==> config.mk <==
export PLATFORM = sky130hd
export DESIGN_NAME = dual_stage_watchdog
export DESIGN_NICKNAME = d
export VERILOG_FILES = /design/src/pkg/wdt_pkg.sv /design/src/pkg/wdt_event_if.sv /design/src/design/wdt_edge_sync.sv /design/src/design/wdt_tick_gen.sv /design/src/design/dual_stage_watchdog.sv
export VERILOG_INCLUDE_DIRS = /design/src /design/src/pkg
export SDC_FILE = /design/constraint.sdc
export NUM_CORES = 1
export LEC_CHECK = 0
export BUFFER_PORTS_ARGS = -buffer_cell sky130_fd_sc_hd__buf_2
export CAP_MARGIN = 0
export CELL_PAD_IN_SITES_DETAIL_PLACEMENT = 0
export CELL_PAD_IN_SITES_GLOBAL_PLACEMENT = 1
export CORE_MARGIN = 8
export CORE_UTILIZATION = 43
export CTS_CLUSTER_SIZE = 10
export DETAILED_ROUTE_END_ITERATION = 8
export PLACE_DENSITY = 0.85
export SLEW_MARGIN = 20
export SYNTH_ARGS = -nofsm -noshare
export SYNTH_HDL_FRONTEND = slang
export SYNTH_HIERARCHICAL = 1
export SYNTH_SLANG_ARGS = --single-unit
==> constraint.sdc <==
create_clock -name clk_in -period 2.3 [get_ports clk_in]
set_input_delay 0.23 -clock clk_in [delete_from_list [all_inputs] [get_ports clk_in]]
set_output_delay 0.23 -clock clk_in [all_outputs]
set_load 0.02 [all_outputs]
==> src/pkg/wdt_defines.svh <==
// register offsets, option bits and timing figures of the watchdog
// assumes inclusion by bare name from each file that needs a constant
`ifndef WDT_DEFINES_SVH
`define WDT_DEFINES_SVH

// bus widths
`define WDT_ADDR_WIDTH      4
`define WDT_DATA_WIDTH      16

// register word offsets
`define WDT_REG_CMD         4'h0
`define WDT_REG_LOAD1       4'h1
`define WDT_REG_LOAD2       4'h2
`define WDT_REG_OPTIONS     4'h3
`define WDT_REG_STATUS      4'h4
`define WDT_REG_COUNT       4'h5

// command bits, write only
`define WDT_CMD_ENABLE      0
`define WDT_CMD_DISABLE     1
`define WDT_CMD_RETRIGGER   2

// option bits; meaning of each depends on the board variant
`define WDT_OPT_WIDTH       5
`define WDT_OPT_EDGE        0
`define WDT_OPT_INT         1
`define WDT_OPT_OUT         2
`define WDT_OPT_IN          3
`define WDT_OPT_RESET       4
`define WDT_OPT_MASK_A      5'h0f
`define WDT_OPT_MASK_B      5'h1f

// status bits and count field position
`define WDT_ST_ARMED        0
`define WDT_ST_DELAY        1
`define WDT_ST_FIRED        2
`define WDT_ST_TIMEOUT      3
`define WDT_ST_CONFIGURED   4
`define WDT_COUNT_DELAY_LSB 8

// counter widths and timebase
`define WDT_PRIMARY_WIDTH   6
`define WDT_DELAY_WIDTH     8
`define WDT_TICK_PERIOD_NS  30518
`define WDT_CLK_PERIOD_NS   50

`endif

==> src/pkg/wdt_pkg.sv <==
// types shared by the watchdog modules
// assumes nothing beyond a SystemVerilog compiler
package wdt_pkg;

    // one-hot watchdog sequence
    typedef enum logic [3:0] {
        ST_IDLE  = 4'h1,
        ST_RUN   = 4'h2,
        ST_DELAY = 4'h4,
        ST_FIRED = 4'h8
    } state_type;

endpackage

==> src/pkg/wdt_event_if.sv <==
// carrier for timebase tick and retrigger pin edges
// assumes all three pulses are one clk_in cycle wide
`timescale 1ns/10ps
interface wdt_event_if;
    logic rise;
    logic fall;
    logic tick;

    modport edge_src (output rise, output fall);
    modport tick_src (output tick);
    modport sink     (input rise, input fall, input tick);
endinterface // wdt_event_if

==> src/design/wdt_edge_sync.sv <==
// three-stage synchroniser and edge detector for the retrigger pin
// assumes the pin is asynchronous to clk_in
`timescale 1ns/10ps
module wdt_edge_sync (
    input  wire logic  clk_in,
    input  wire logic  rst_n_in,
    input  wire logic  pin_in,
    wdt_event_if.edge_src ev
);
    logic [2:0] sync_q;
    logic       level_q;
    logic       rise_q;
    logic       fall_q;
    logic       agree;

    // stage 0 feeds stage 1 only
    always_ff @(posedge clk_in) begin
        if (!rst_n_in) sync_q <= 3'h0;
        else           sync_q <= {sync_q[1:0], pin_in};
    end

    assign agree = (sync_q[1] == sync_q[2]);

    // a change counts once stages 1 and 2 agree
    always_ff @(posedge clk_in) begin
        if (!rst_n_in) begin
            level_q <= 1'h0;
            rise_q  <= 1'h0;
            fall_q  <= 1'h0;
        end else begin
            if (agree) level_q <= sync_q[2];
            rise_q <= agree && sync_q[2] && !level_q;
            fall_q <= agree && !sync_q[2] && level_q;
        end
    end

    assign ev.rise = rise_q;
    assign ev.fall = fall_q;
endmodule // wdt_edge_sync

==> src/design/wdt_tick_gen.sv <==
// divider that makes the slow watchdog timebase from clk_in
// assumes clk_in runs free
`timescale 1ns/10ps
module wdt_tick_gen #(
    parameter int TICK_CYCLES = 610
) (
    input  wire logic  clk_in,
    input  wire logic  rst_n_in,
    wdt_event_if.tick_src ev
);
    localparam int CW = $clog2(TICK_CYCLES);

    logic [CW-1:0] cnt_q;
    logic          tick_q;
    logic          wrap;

    assign wrap = (cnt_q == CW'(TICK_CYCLES - 1));

    // one-cycle tick every TICK_CYCLES clocks
    always_ff @(posedge clk_in) begin
        if (!rst_n_in) begin
            cnt_q  <= '0;
            tick_q <= 1'h0;
        end else begin
            cnt_q  <= wrap ? '0 : cnt_q + 1'b1;
            tick_q <= wrap;
        end
    end

    assign ev.tick = tick_q;
endmodule // wdt_tick_gen

==> src/design/dual_stage_watchdog.sv <==
// two-stage watchdog: primary countdown, then reset delay countdown
// assumes a 20 MHz clk_in, synchronous active-low reset, plain reg port
//
// Functional notes
// - variant A: edge-select set means rising edge retriggers, else falling.
// - variant A: SMI option raises SMI when primary countdown expires.
// - variant A: output-pulse option pulses timeout output before trigger.
// - variant A: input-pulse option drives a pulse on retrigger line.
// - variant B: NMI option raises NMI when primary countdown expires.
// - immediate-reset option asserts hardware reset at primary expiry.
// - otherwise delay countdown runs; its timeout asserts hardware reset.
// - variant B: edge-select set means falling edge retriggers, else rising.
// - early option asserts timeout one tick before primary expiry.
// - without early option timeout asserts in the expiry cycle.
// - external enable lets qualifying pin edges reload primary countdown.
// - external enable clear means pin ignored, software retrigger only.
// - retrigger reloads both countdowns with their configured values.
// - software retrigger while disabled re-arms with last enabled options and current loads.
// - primary countdown is 6 bits on a ~32 kHz timebase.
// - delay countdown is 8 bits on the same timebase.
// - enable loads both countdowns, latches options and arms.
// - disable stops timing out but keeps stored configuration.
`include "wdt_defines.svh"
`timescale 1ns/10ps
module dual_stage_watchdog import wdt_pkg::*; #(
    parameter bit VARIANT_B     = 1'b1,
    parameter int TICK_CYCLES   = `WDT_TICK_PERIOD_NS / `WDT_CLK_PERIOD_NS,
    parameter int PRIMARY_WIDTH = `WDT_PRIMARY_WIDTH,
    parameter int DELAY_WIDTH   = `WDT_DELAY_WIDTH
) (
    input  wire logic                       clk_in,
    input  wire logic                       rst_n_in,
    input  wire logic [`WDT_ADDR_WIDTH-1:0] addr_in,
    input  wire logic [`WDT_DATA_WIDTH-1:0] wr_data_in,
    input  wire logic                       wr_strobe_in,
    input  wire logic                       rd_strobe_in,
    output logic      [`WDT_DATA_WIDTH-1:0] rd_data_out,
    input  wire logic                       external_retrigger_input_in,
    output logic                            external_retrigger_input_out,
    output logic                            external_retrigger_oe_n_out,
    output logic                            timeout_output_out,
    output logic                            hw_reset_out,
    output logic                            smi_out,
    output logic                            nmi_out
);
    localparam logic [`WDT_OPT_WIDTH-1:0] OPT_MASK =
        VARIANT_B ? `WDT_OPT_MASK_B : `WDT_OPT_MASK_A;

    wdt_event_if ev ();

    state_type                  state_q;
    logic [PRIMARY_WIDTH-1:0]   primary_countdown_q;
    logic [DELAY_WIDTH-1:0]     reset_delay_countdown_q;
    logic [PRIMARY_WIDTH-1:0]   load1_q;
    logic [DELAY_WIDTH-1:0]     load2_q;
    logic [`WDT_OPT_WIDTH-1:0]  opt_stage_q;
    logic [`WDT_OPT_WIDTH-1:0]  opt_q;
    logic                       configured_q;
    logic [`WDT_DATA_WIDTH-1:0] rd_data_q;
    logic [`WDT_DATA_WIDTH-1:0] rd_mux;
    logic                       timeout_q;
    logic                       hw_reset_q;
    logic                       smi_q;
    logic                       nmi_q;
    logic                       line_drive_q;
    logic                       line_oe_n_q;

    // timebase and pin conditioning
    wdt_tick_gen #(.TICK_CYCLES(TICK_CYCLES)) u_tick (
        .clk_in   (clk_in),
        .rst_n_in (rst_n_in),
        .ev       (ev)
    );

    wdt_edge_sync u_sync (
        .clk_in   (clk_in),
        .rst_n_in (rst_n_in),
        .pin_in   (external_retrigger_input_in),
        .ev       (ev)
    );

    // option views per variant
    logic variant_a_rising_edge_select;
    logic variant_a_smi_on_timeout;
    logic variant_a_output_pulse_enable;
    logic variant_a_input_pulse_enable;
    logic variant_b_nmi_on_timeout;
    logic variant_b_immediate_reset;
    logic variant_b_falling_edge_select;
    logic variant_b_early_output;
    logic variant_b_external_retrigger_enable;

    assign variant_a_rising_edge_select  = !VARIANT_B && opt_q[`WDT_OPT_EDGE];
    assign variant_a_smi_on_timeout      = !VARIANT_B && opt_q[`WDT_OPT_INT];
    assign variant_a_output_pulse_enable = !VARIANT_B && opt_q[`WDT_OPT_OUT];
    assign variant_a_input_pulse_enable  = !VARIANT_B && opt_q[`WDT_OPT_IN];
    assign variant_b_nmi_on_timeout      = VARIANT_B && opt_q[`WDT_OPT_INT];
    assign variant_b_immediate_reset     = VARIANT_B && opt_q[`WDT_OPT_RESET];
    assign variant_b_falling_edge_select = VARIANT_B && opt_q[`WDT_OPT_EDGE];
    assign variant_b_early_output        = VARIANT_B && opt_q[`WDT_OPT_OUT];
    assign variant_b_external_retrigger_enable =
        VARIANT_B && opt_q[`WDT_OPT_IN];

    // command decode; disable beats enable beats retrigger
    logic cmd_wr;
    logic enable_cmd;
    logic disable_cmd;
    logic sw_retrig;
    logic ext_edge;
    logic ext_retrig;
    logic reload;
    logic stay;
    logic prewarn;
    logic expire_now;
    logic delay_done;
    logic fire_now;

    assign cmd_wr      = wr_strobe_in && (addr_in == `WDT_REG_CMD);
    assign disable_cmd = cmd_wr && wr_data_in[`WDT_CMD_DISABLE];
    assign enable_cmd  = cmd_wr && wr_data_in[`WDT_CMD_ENABLE] && !disable_cmd;
    // undefined before first enable, so simply ignored
    assign sw_retrig   = cmd_wr && wr_data_in[`WDT_CMD_RETRIGGER] && configured_q
                         && !disable_cmd && !enable_cmd;

    // qualifying edge; variant A has no enable bit and always listens
    assign ext_edge = VARIANT_B
        ? (variant_b_falling_edge_select ? ev.fall : ev.rise)
        : (variant_a_rising_edge_select ? ev.rise : ev.fall);
    assign ext_retrig = ext_edge && (!VARIANT_B || variant_b_external_retrigger_enable)
                        && (state_q inside {ST_RUN, ST_DELAY})
                        && !cmd_wr;

    assign reload     = sw_retrig || ext_retrig;
    assign stay       = !disable_cmd && !enable_cmd && !reload;
    assign prewarn    = (state_q == ST_RUN) && (primary_countdown_q == '0);
    assign expire_now = stay && prewarn && ev.tick;
    assign delay_done = stay && (state_q == ST_DELAY) && ev.tick
                        && (reset_delay_countdown_q == '0);
    assign fire_now   = (expire_now && variant_b_immediate_reset) || delay_done;

    // watchdog sequence
    always_ff @(posedge clk_in) begin
        if (!rst_n_in) begin
            state_q <= ST_IDLE;
        end else if (disable_cmd) begin
            state_q <= ST_IDLE;
        end else if (enable_cmd || reload) begin
            state_q <= ST_RUN;
        end else begin
            unique case (state_q)
                ST_RUN: begin
                    if (expire_now)
                        state_q <= variant_b_immediate_reset ? ST_FIRED : ST_DELAY;
                end
                ST_DELAY: begin
                    if (delay_done) state_q <= ST_FIRED;
                end
                ST_IDLE, ST_FIRED: begin
                    state_q <= state_q;
                end
            endcase
        end
    end

    // primary countdown, stepped once per tick only while running
    always_ff @(posedge clk_in) begin
        if (!rst_n_in) begin
            primary_countdown_q <= '0;
        end else if (!disable_cmd && (enable_cmd || reload)) begin
            primary_countdown_q <= load1_q;
        end else if (state_q == ST_RUN && ev.tick && !prewarn) begin
            primary_countdown_q <= primary_countdown_q - 1'b1;
        end
    end

    // delay countdown; reloaded with primary so a pin retrigger in
    // the delay stage does not leave it half spent
    always_ff @(posedge clk_in) begin
        if (!rst_n_in) begin
            reset_delay_countdown_q <= '0;
        end else if (!disable_cmd && (enable_cmd || reload)) begin
            reset_delay_countdown_q <= load2_q;
        end else if (state_q == ST_DELAY && ev.tick && reset_delay_countdown_q != '0) begin
            reset_delay_countdown_q <= reset_delay_countdown_q - 1'b1;
        end
    end

    // software-written load values and staged options
    always_ff @(posedge clk_in) begin
        if (!rst_n_in) begin
            load1_q     <= '0;
            load2_q     <= '0;
            opt_stage_q <= '0;
        end else if (wr_strobe_in) begin
            if (addr_in == `WDT_REG_LOAD1) load1_q <= wr_data_in[PRIMARY_WIDTH-1:0];
            if (addr_in == `WDT_REG_LOAD2) load2_q <= wr_data_in[DELAY_WIDTH-1:0];
            if (addr_in == `WDT_REG_OPTIONS)
                opt_stage_q <= wr_data_in[`WDT_OPT_WIDTH-1:0] & OPT_MASK;
        end
    end

    // options take effect only at enable and survive disable
    always_ff @(posedge clk_in) begin
        if (!rst_n_in) begin
            opt_q        <= '0;
            configured_q <= 1'h0;
        end else if (enable_cmd) begin
            opt_q        <= opt_stage_q;
            configured_q <= 1'h1;
        end
    end

    // event outputs, registered from the next-state terms
    always_ff @(posedge clk_in) begin
        if (!rst_n_in) begin
            hw_reset_q <= 1'h0;
            smi_q      <= 1'h0;
            nmi_q      <= 1'h0;
        end else begin
            hw_reset_q <= fire_now || (stay && state_q == ST_FIRED);
            smi_q      <= expire_now && variant_a_smi_on_timeout;
            nmi_q      <= expire_now && variant_b_nmi_on_timeout;
        end
    end

    // timeout output; early mode gives one tick of warning so a
    // loopback to the pin can retrigger before expiry
    always_ff @(posedge clk_in) begin
        if (!rst_n_in) begin
            timeout_q <= 1'h0;
        end else if (VARIANT_B) begin
            timeout_q <= (stay && (expire_now || state_q inside {ST_DELAY, ST_FIRED}))
                         || (stay && prewarn && variant_b_early_output);
        end else begin
            timeout_q <= stay && prewarn && !ev.tick && variant_a_output_pulse_enable;
        end
    end

    // variant A pre-trigger pulse driven onto the retrigger line
    always_ff @(posedge clk_in) begin
        if (!rst_n_in) begin
            line_drive_q <= 1'h0;
            line_oe_n_q  <= 1'h1;
        end else begin
            line_drive_q <= stay && prewarn && !ev.tick && variant_a_input_pulse_enable;
            line_oe_n_q  <= !(stay && prewarn && !ev.tick && variant_a_input_pulse_enable);
        end
    end

    // read mux; unmapped offsets and the command word read zero
    always_comb begin
        rd_mux = '0;
        unique case (addr_in)
            `WDT_REG_LOAD1:   rd_mux[PRIMARY_WIDTH-1:0] = load1_q;
            `WDT_REG_LOAD2:   rd_mux[DELAY_WIDTH-1:0] = load2_q;
            `WDT_REG_OPTIONS: rd_mux[`WDT_OPT_WIDTH-1:0] = opt_stage_q;
            `WDT_REG_STATUS: begin
                rd_mux[`WDT_ST_ARMED]      = state_q inside {ST_RUN, ST_DELAY};
                rd_mux[`WDT_ST_DELAY]      = (state_q == ST_DELAY);
                rd_mux[`WDT_ST_FIRED]      = (state_q == ST_FIRED);
                rd_mux[`WDT_ST_TIMEOUT]    = timeout_q;
                rd_mux[`WDT_ST_CONFIGURED] = configured_q;
            end
            `WDT_REG_COUNT: begin
                rd_mux[PRIMARY_WIDTH-1:0] = primary_countdown_q;
                rd_mux[`WDT_COUNT_DELAY_LSB +: DELAY_WIDTH] = reset_delay_countdown_q;
            end
            default: rd_mux = '0;
        endcase
    end

    // read data stand only in the cycle after the strobe
    always_ff @(posedge clk_in) begin
        if (!rst_n_in) rd_data_q <= '0;
        else           rd_data_q <= rd_strobe_in ? rd_mux : '0;
    end

    assign rd_data_out                  = rd_data_q;
    assign timeout_output_out           = timeout_q;
    assign hw_reset_out                 = hw_reset_q;
    assign smi_out                      = smi_q;
    assign nmi_out                      = nmi_q;
    assign external_retrigger_input_out = line_drive_q;
    assign external_retrigger_oe_n_out  = line_oe_n_q;
endmodule // dual_stage_watchdog

==> impl_metrics.ini, run 1 <==
[status]
run_status = completed

[hold_path]
min_path_type = primary input to register

[pwr]
p_leak_nw = 1.56
p_per_area_nw_per_um2 = 726
ir_drop_mv = 0.360

[job]
maxCapViolations = 0

[sta]
min_period_ns = 1.91
tightest_slew_ns = 0.705
finalCritPeriodShare_pct = 83.1
slew_headroom_pct = 52.6
rsz0062_at_grt = false
clock_skew_ns = 0.0121
fmax_ghz = 0.523
setup_viol = 0
slew_violations = 0
fin_tns_setup_ns = 0
hold_viol_final = 0

[critical_path]
arrival_ns = 2.16
cp_max_fo = 5
critical_path_class = register to register
cp-start-kind = register
cp-end-kind = register
critical_path_required_ns = 2.55

[routing]
ant_nets = 0
vias = 2871
routed_via_density = 5.42
drt_wl_total_um = 7960
wl_per_cell_um = 15.0
drt_iter0_drc = 150
drt_pass1_iterations = 5
remaining_drc_errors = 0

[yosys]
ys.flop_type = dfxtp_1
synthCells = 385
ys_ff_latch = 79
async_flop_share_pct = 0
syn_area_per_cell_um2 = 9.15
synth_edf_count = 0
synth.distinct_cells = 49
ys_seq_area_share_pct = 44.9
synthesis.area_um2 = 3520
ys_warn_count = 6

[clocking]
cts-buffers-inserted = 9
cts_root_buf = clkbuf_8
cts_max_level = 3
clk_latency_ns = 0.36
post-cts-setup-buffer-count = 0
postCtsHoldBufs = 0
path_clk_slew_ns = 0.08
post_cts_resized = 0
cts_max_path_buffers = 2
cts_tree = done
clock_sinks = 79

[place]
place.gp.congestion = 0.831
hpwlAfterDp_um = 5810
placed_area_um2 = 3800
portBuffers = 35

[die]
initial_utilization_pct = 43.5
rows = 33
die_h_um = 106
dieArea_um2 = 11300
die_x_um = 106
core_um2 = 8090
ios = 47

[final_layout]
final_common_cell = dfxtp_1
diodes = 0
final_nets = 452
design_area_um2 = 4030
drive_gt1_share_pct = 16.5
multi_input_area_um2 = 1790
final_cell_mix = 79 x dfxtp_1, 35 x buf_2, 34 x nand2_1, 25 x a21oi_1, 24 x nand3_1
seq_area_um2 = 1580
n_fill_cell = 794
area_growth_pct = 14.5

[grt]
antenna_found_initial = 0
grt_max_degree = 38
grt_pass1_wl_um = 13100
track_usage_pct = 14.2
grt_pass1_vias = 2682
overflow = 0
[kinds of logic (layout without fill, tap and decap cells)]
family          after synthesis  in the layout  synth area share [%]
other cells                   2              3                 0.213
buf+inv                      35             74                  4.37
mux                          11             11                  3.16
xor+xnor                     18             18                  4.48
simple gates                143            143                  22.3
flops                        79             79                  44.9
fa+ha+maj                     7              7                  2.49
compound gates               90             90                  18.1
[state kept, by name (all words and copies together) (netlist names), 3 cells and up]
register and cells:
u_tick/cnt_q 10, primary_countdown_q 6, u_sync/sync_q 3, reset_delay_countdown_q 8, opt_q 5, state_q 4, load1_q 6, load2_q 8
rd_data_out 16, opt_stage_q 5
[per-layer routing]
layer	global-route usage, %	routed length [um]	up-vias	share of wire [%]
met2	22.8	3730	71	47
met3	3.87	394	14	5.0
met5	0	0	-	0
met1	17.9	3700	1344	47
li1	-	-	1442	-
met4	4.82	131	0	1.6
[power by group]
group,switching (mW),internal (mW)
Sequential,0.0705,1.41
Combinational,0.155,0.127
Clock,0.519,0.648
Total,0.745,2.18
[path summary, 6_finish.rpt]
| check | from | endpoint | slack (ns) | cells after the start |
|---|---|---|---|---|
| min reg2reg | u_sync/level_q$_SDFFE_PN0N_ | u_sync/ev.rise$_SDFF_PN0_ | 0.44 | 1 |
| max reg2reg | opt_q[0]$_SDFFE_PN0P_ | state_q[3]$_SDFFE_PP0P_ | 0.39 | 5 |
| min | external_retrigger_input_in | u_sync/sync_q[0]$_SDFF_PN0_ | 0.07 | 2 |
| max | opt_q[0]$_SDFFE_PN0P_ | state_q[3]$_SDFFE_PP0P_ | 0.39 | 5 |
[layout make-up]
class	count	share of cell area, %
inverters	14	1.30
clock buffers	10	3.42
clock inverters	6	2.27
repair buffers	44	6.02
multi-input cells	272	44.5
well taps	105	3.26
flip-flops and latches	79	39.2
[synth_stat cells (7+ instances only)]
master	number	share of area, %
nor3_1	9	1.3
nor2b_1	7	1.2
dfxtp_1	79	45
mux2i_1	10	2.8
nor2_1	19	2.0
xnor2_1	13	3.2
nand2_1	34	3.6
nand3_1	24	3.4
and2_1	10	1.8
a21boi_0	21	4.5
clkbuf_1	13	1.4
o21ai_0	16	2.3
a21oi_1	25	3.6
or3_1	7	1.2
inv_1	14	1.5
ha_1	7	2.5
nor4_1	7	1.2
[per-stage QoR]
stage                     hold WS [ns]  cells  worst slack, ns  total power [mW]  utilization (%)
after floorplan                  0.351    386            0.579              1.71                -
after global placement           0.414    514            0.433              1.78             47.0
after detailed placement         0.420    514            0.429              1.79             47.0
after CTS                       0.0622    530            0.395              2.95             49.8
after global routing            0.0755    530            0.257              3.04             49.8
final                           0.0736    530            0.389              2.93             49.8
[worst max-delay path, stage by stage, from the launching register on]
cell and delay (ns):
dfxtp_1 0.34, mux2_2 0.33, and4_1 0.23, mux2i_1 0.41, a2111oi_0 0.21, nor4_1 0.31
(Power assumes the default switching activity.)
==> run 2: changes to the inputs <==
Settings changed: ABC_AREA set to 1, CORE_UTILIZATION 43 to 38, PLACE_DENSITY 0.85 to 0.83.
Clock period 2.3 ns to 1.6 ns, I/O delays scaled along.
==> run 2 against run 1 <==
Against the previous run: cell count grew 25%; worst hold slack better by 0.030 ns; critical path type unchanged; critical endpoint unchanged; critical path depth is 4 higher; setup slack got worse by 0.33 ns; synthesized area fell by 0.71%; clock power rose by 16%.
==> impl_metrics.ini, run 2 <==
[status]
run_status = completed

[yosys]
synthAdderAreaFrac_pct = 2.51
synth_edf_count = 0
syn_area_per_cell_um2 = 7.57
synth.area.mux_share_pct = 0
synth.distinct_cells = 36
ys_warn_count = 6
synth_xor_area_share_pct = 3.51
async_flop_share_pct = 0
synth_compound_area_share_pct = 17.0
synthCells = 462
yosysTopAreaCell = dfxtp_1
ys_seq_area_share_pct = 45.2
synthTopCellsByArea = dfxtp_1 45%, inv_1 7.5%, nand2_1 7.1%
yosysTopAreaCellShare_pct = 45.2
synth_common_cells = 79 x dfxtp_1, 70 x inv_1, 66 x nand2_1, 57 x nor2_1, 43 x a21oi_1
ys_ff_latch = 79
synthesis.area_um2 = 3500
synth_top_family_by_area = simple AND/OR/NAND/NOR gates
ys.flop_type = dfxtp_1
synth.most_common_cell = dfxtp_1
synth_simple_gate_area_share_pct = 21.9

[grt]
grt_max_degree = 19
grt_pass1_wl_um = 14900
track_usage_pct = 14.5
antenna_found_initial = 0
grt_pass1_vias = 3187
overflow = 0

[pwr]
p_switching_mw = 1.12
ir_drop_mv = 0.630
p_sw_share_pct = 27.7
seq_power_share_pct = 52.0
p_leak_nw = 1.91
p_total_mw = 4.06
power.internal_mw = 2.94
comb_power_share_pct = 14.5
clkPwrFrac_pct = 33.5
p_per_area_nw_per_um2 = 922

[routing]
drt_iter0_drc = 162
wl_per_cell_um = 13.7
drt_pass1_iterations = 5
vias = 3272
ant_nets = 0
routed_via_density = 4.94
drt_wl_total_um = 9060
remaining_drc_errors = 0

[final_layout]
diodes = 0
area_growth_pct = 26.1
final_cell_mix = 72 x dfxtp_1, 65 x inv_1, 63 x nand2_1, 46 x buf_4, 45 x nor2_1
final_common_cell = dfxtp_1
drive_gt1_share_pct = 27.5
n_fill_cell = 922
final_nets = 579
largest_reg_flops = 16
utilization_pct = 48.6

[sta]
clock_skew_ns = 0.00556
rsz0062_at_grt = true
hold_viol_final = 0
finalCritPeriodShare_pct = 96.3
fmax_ghz = 0.649
min_period_ns = 1.54
setup_viol = 0
slew_violations = 0

[clocking]
cts_max_path_buffers = 2
clk_latency_ns = 0.34
clock_sinks = 79
cts_tree = done
cts-buffers-inserted = 9
cts_max_level = 3
cts_root_buf = clkbuf_8
path_clk_slew_ns = 0.08

[critical_path]
r2r_cells = 9
path_cells = inv_2, ha_2, nand4_1, nor2_2, nand2_2, o21ai_2, nand3_1, nand2_1, nor2_1
cp_max_fo = 3
path_depth = 9
cp-start-kind = register
slowest_stage = dfxtp_1
crit_family = simple AND/OR/NAND/NOR gates
arrival_ns = 1.78
slowest_delay_ns = 0.33
cp_num_buf_inv = 1
critical_path_class = register to register
cp-end-kind = register
critical_path_required_ns = 1.84

[die]
ios = 47
core_um2 = 9060
rows = 35
initial_utilization_pct = 38.6
die_x_um = 112
dieArea_um2 = 12500
die_h_um = 112

[place]
hpwlAfterDp_um = 6660
place.gp.congestion = 0.920
portBuffers = 35

[job]
maxCapViolations = 0

[hold_path]
whs_path_depth = 3
min_path_type = primary input to register
==> run 2: what timing repair did <==
item	CTS	global route
buffers inserted	2	2
endpoints found under the hold margin	1	0
cloned	0	1
setup endpoints to repair	4	20
pin swaps	1	17
hold buffers	1	0
gates resized for setup	2	44
==> run 2: final timing paths <==
check,endpoint,start,slack (ns)
hold reg to reg,u_sync/sync_q[1]$_SDFF_PN0_,u_sync/sync_q[0]$_SDFF_PN0_,0.42
setup reg to reg,state_q[3]$_SDFFE_PP0P_,primary_countdown_q[0]$_SDFFE_PN0P_,0.06
hold / removal,load1_q[5]$_SDFFE_PN0P_,wr_data_in[5],0.10
setup / recovery,state_q[3]$_SDFFE_PP0P_,primary_countdown_q[0]$_SDFFE_PN0P_,0.06
==> run 2: cells by family (layout without fill, tap and decap cells) <==
logic type,Yosys count,count (layout)
compound gates,108,108
simple gates,170,171
fa+ha+maj,7,7
flops,79,79
xor+xnor,14,14
other cells,2,3
buf+inv,82,170
==> run 2: cell type report <==
class / count / area (um^2) / share of cell area [%]
timing repair buffer: 82 / 531 / 12.0
multi-input combinational: 303 / 1690 / 38.3
inverter: 72 / 278 / 6.30
clock buffer: 11 / 151 / 3.43
clock inverter: 5 / 32.5 / 0.738
tap: 111 / 139 / 3.15
sequential: 79 / 1590 / 36.1
==> run 2: routing by layer <==
metal	routed length (um)	global-route usage, %
met1	3960	17.9
met2	4290	23.7
met3	629	3.79
met4	179	5.20
met5	0	0
==> run 2: worst register-to-register path, stage by stage, from the launching register on <==
cell and delay (ns):
dfxtp_1 0.33, inv_2 0.06, ha_2 0.17, nand4_1 0.22
nor2_2 0.20, nand2_2 0.09, o21ai_2 0.15, nand3_1 0.10
nand2_1 0.08, nor2_1 0.04
==> run 2: per-stage QoR <==
stage | instance area, um^2 | setup slack (ns) | hold WS, ns | setup TNS [ns] | std cells
after floorplan | 3500 | 0.194 | 0.253 | 0 | 463
after global placement | 4060 | 0.0180 | 0.341 | 0 | 641
after detailed placement | 4060 | -0.0151 | 0.343 | -0.0534 | 641
after CTS | 4280 | 0.00659 | 0.0893 | 0 | 660
after global routing | 4410 | -0.0349 | 0.106 | -0.109 | 663
final | 4410 | 0.0587 | 0.104 | 0 | 663
==> run 2: power groups by stage <==
stage	clock network [mW]	logic [mW]	registers [mW]
6_report	1.36	0.588	2.11
5_1_grt	1.50	0.657	2.12
4_1_cts	1.41	0.510	2.09
3_5_place_dp	0	0.505	2.13
3_3_place_gp	0	0.493	2.13
2_1_floorplan	0	0.288	2.14
==> run 3: changes to the inputs <==
==> constraint.sdc (replaced) <==
create_clock -name clk_in -period 1.3 [get_ports clk_in]
set_input_delay 0.13 -clock clk_in [delete_from_list [all_inputs] [get_ports clk_in]]
set_output_delay 0.13 -clock clk_in [all_outputs]
set_load 0.1 [all_outputs]
==> run 3 against run 2 <==
Against the previous run: non-clock buffer count up 28; sequential share of layout area decreased by 3.5 points; clock power rose by 54%; cell count rose by 4.4%; flip-flop and latch count is the same; largest power group unchanged; clock skew up 0.0049 ns; utilization up 5.5 points; die area did not move; the flow now finishes with violations (setup timing).
==> impl_metrics.ini, run 3 (synthesis results as in run 2) <==
[status]
run_status = finished with violations
violations = setup timing

[place]
hpwlAfterDp_um = 6810
portBuffers = 35
place.gp.congestion = 0.859
post-place-ws_ns = -0.305
placed_area_um2 = 4250

[grt]
overflow = 0
grt_pass1_vias = 3272
track_usage_pct = 15.5
grt_pass1_wl_um = 15500
antenna_found_initial = 0
grt_max_degree = 39

[routing]
ant_nets = 0
drt_pass1_iterations = 4
wl_per_cell_um = 14.1
drt_wl_total_um = 9770
vias = 3402
drt_iter0_drc = 180
routed_via_density = 4.92
remaining_drc_errors = 0

[clocking]
cts-buffers-inserted = 9
cts_root_buf = clkbuf_8
path_clk_slew_ns = 0.08
cts_max_level = 3
cts_tree = done
clk_latency_ns = 0.36
clock_sinks = 79
cts_max_path_buffers = 2

[critical_path]
cp-start-kind = register
r2r_cells = 10
arrival_ns = 1.78
reg2reg_from = state_q[1]$_SDFFE_PP0P_
cp_max_fo = 5
critical_path_class = register to register
startpoint = state_q[1]$_SDFFE_PP0P_
cp-end-kind = register
critical_path_required_ns = 1.55

[sta]
rsz0062_at_grt = true
hold_slack_ns = 0.0266
fmax_ghz = 0.655
finalCritPeriodShare_pct = 118
layout_setup_ws_ns = -0.228
min_period_ns = 1.53
clock_skew_ns = 0.0105
slew_violations = 0
hold_viol_final = 0
fin_tns_setup_ns = -3.28
setup_viol = 22

[die]
die_h_um = 112
rows = 35
initial_utilization_pct = 38.6
die_x_um = 112
dieArea_um2 = 12500
core_um2 = 9060
ios = 47

[pwr]
p_leak_nw = 2.14
p_per_area_nw_per_um2 = 1150
p_total_mw = 5.66
ir_drop_mv = 0.705

[final_layout]
final_cell_mix = 71 x dfxtp_1, 66 x buf_4, 60 x inv_1, 58 x nand2_1, 46 x nor2_1
drive_gt1_share_pct = 35.8
design_area_um2 = 4900
largest_reg_flops = 16
final_nets = 608
final_common_cell = dfxtp_1
diodes = 0
area_growth_pct = 40.3

[hold_path]
min_path_type = primary input to register
worstHoldStart = wr_data_in[5]
whs_path_depth = 3

[job]
maxCapViolations = 0
==> run 3: layer usage <==
metal | GRT usage [%] | part of all wire [%]
met1 | 17.8 | 42
met2 | 26.0 | 50
met3 | 4.33 | 5.9
met4 | 7.29 | 1.9
met5 | 0 | 0
==> run 3: worst paths after layout <==
| check | slack, ns | endpoint |
|---|---|---|
| hold reg to reg | 0.42 | u_sync/sync_q[1]$_SDFF_PN0_ |
| hold / removal | 0.03 | load1_q[5]$_SDFFE_PN0P_ |
| setup / recovery | -0.23 | reset_delay_countdown_q[7]$_SDFFE_PN0P_ |
| setup reg to reg | -0.23 | reset_delay_countdown_q[7]$_SDFFE_PN0P_ |
==> run 3: power by group <==
group / internal (mW) / switching (mW) / leakage [nW]
sequential: 2.53 / 0.0978 / 0.643
combinational: 0.370 / 0.570 / 1.38
clock: 1.18 / 0.909 / 0.112
total: 4.08 / 1.58 / 2.14
==> run 3: stage by stage <==
step / util [%] / std cells
after floorplan: - / 463
after global placement: 46.9 / 662
after detailed placement: 46.9 / 662
after CTS: 52.2 / 689
after global routing: 54.1 / 692
final: 54.1 / 692
==> run 3: cell type report <==
class,count,area (um^2)
flip-flops and latches,79,1600
multi-input cells,303,1860
inverters,72,280
repair inverters,1,8.76
clock buffers,11,151
repair buffers,110,782
well taps,111,139
fillers,862,4160
clock inverters,5,80.1
==> run 3: timing repair <==
action | in CTS | in global routing
endpoints found under the hold margin | 1 | 0
pin swaps | 24 | 24
hold buffers | 1 | 0
endpoints found under the setup margin | 22 | 27
gates resized for setup | 58 | 37
setup buffers | 9 | 5
cloned | 2 | 0
==> run 3: worst max-delay path, cell delays in order, from the launching register on <==
cell and delay, ns:
dfxtp_4 0.37, buf_4 0.14, nand3_4 0.10, nand2_4 0.07, nand3_4 0.11, nand3_4 0.18, buf_6 0.17, nand2_1 0.07
o21ai_2 0.06, a21oi_2 0.10, nor2_1 0.05
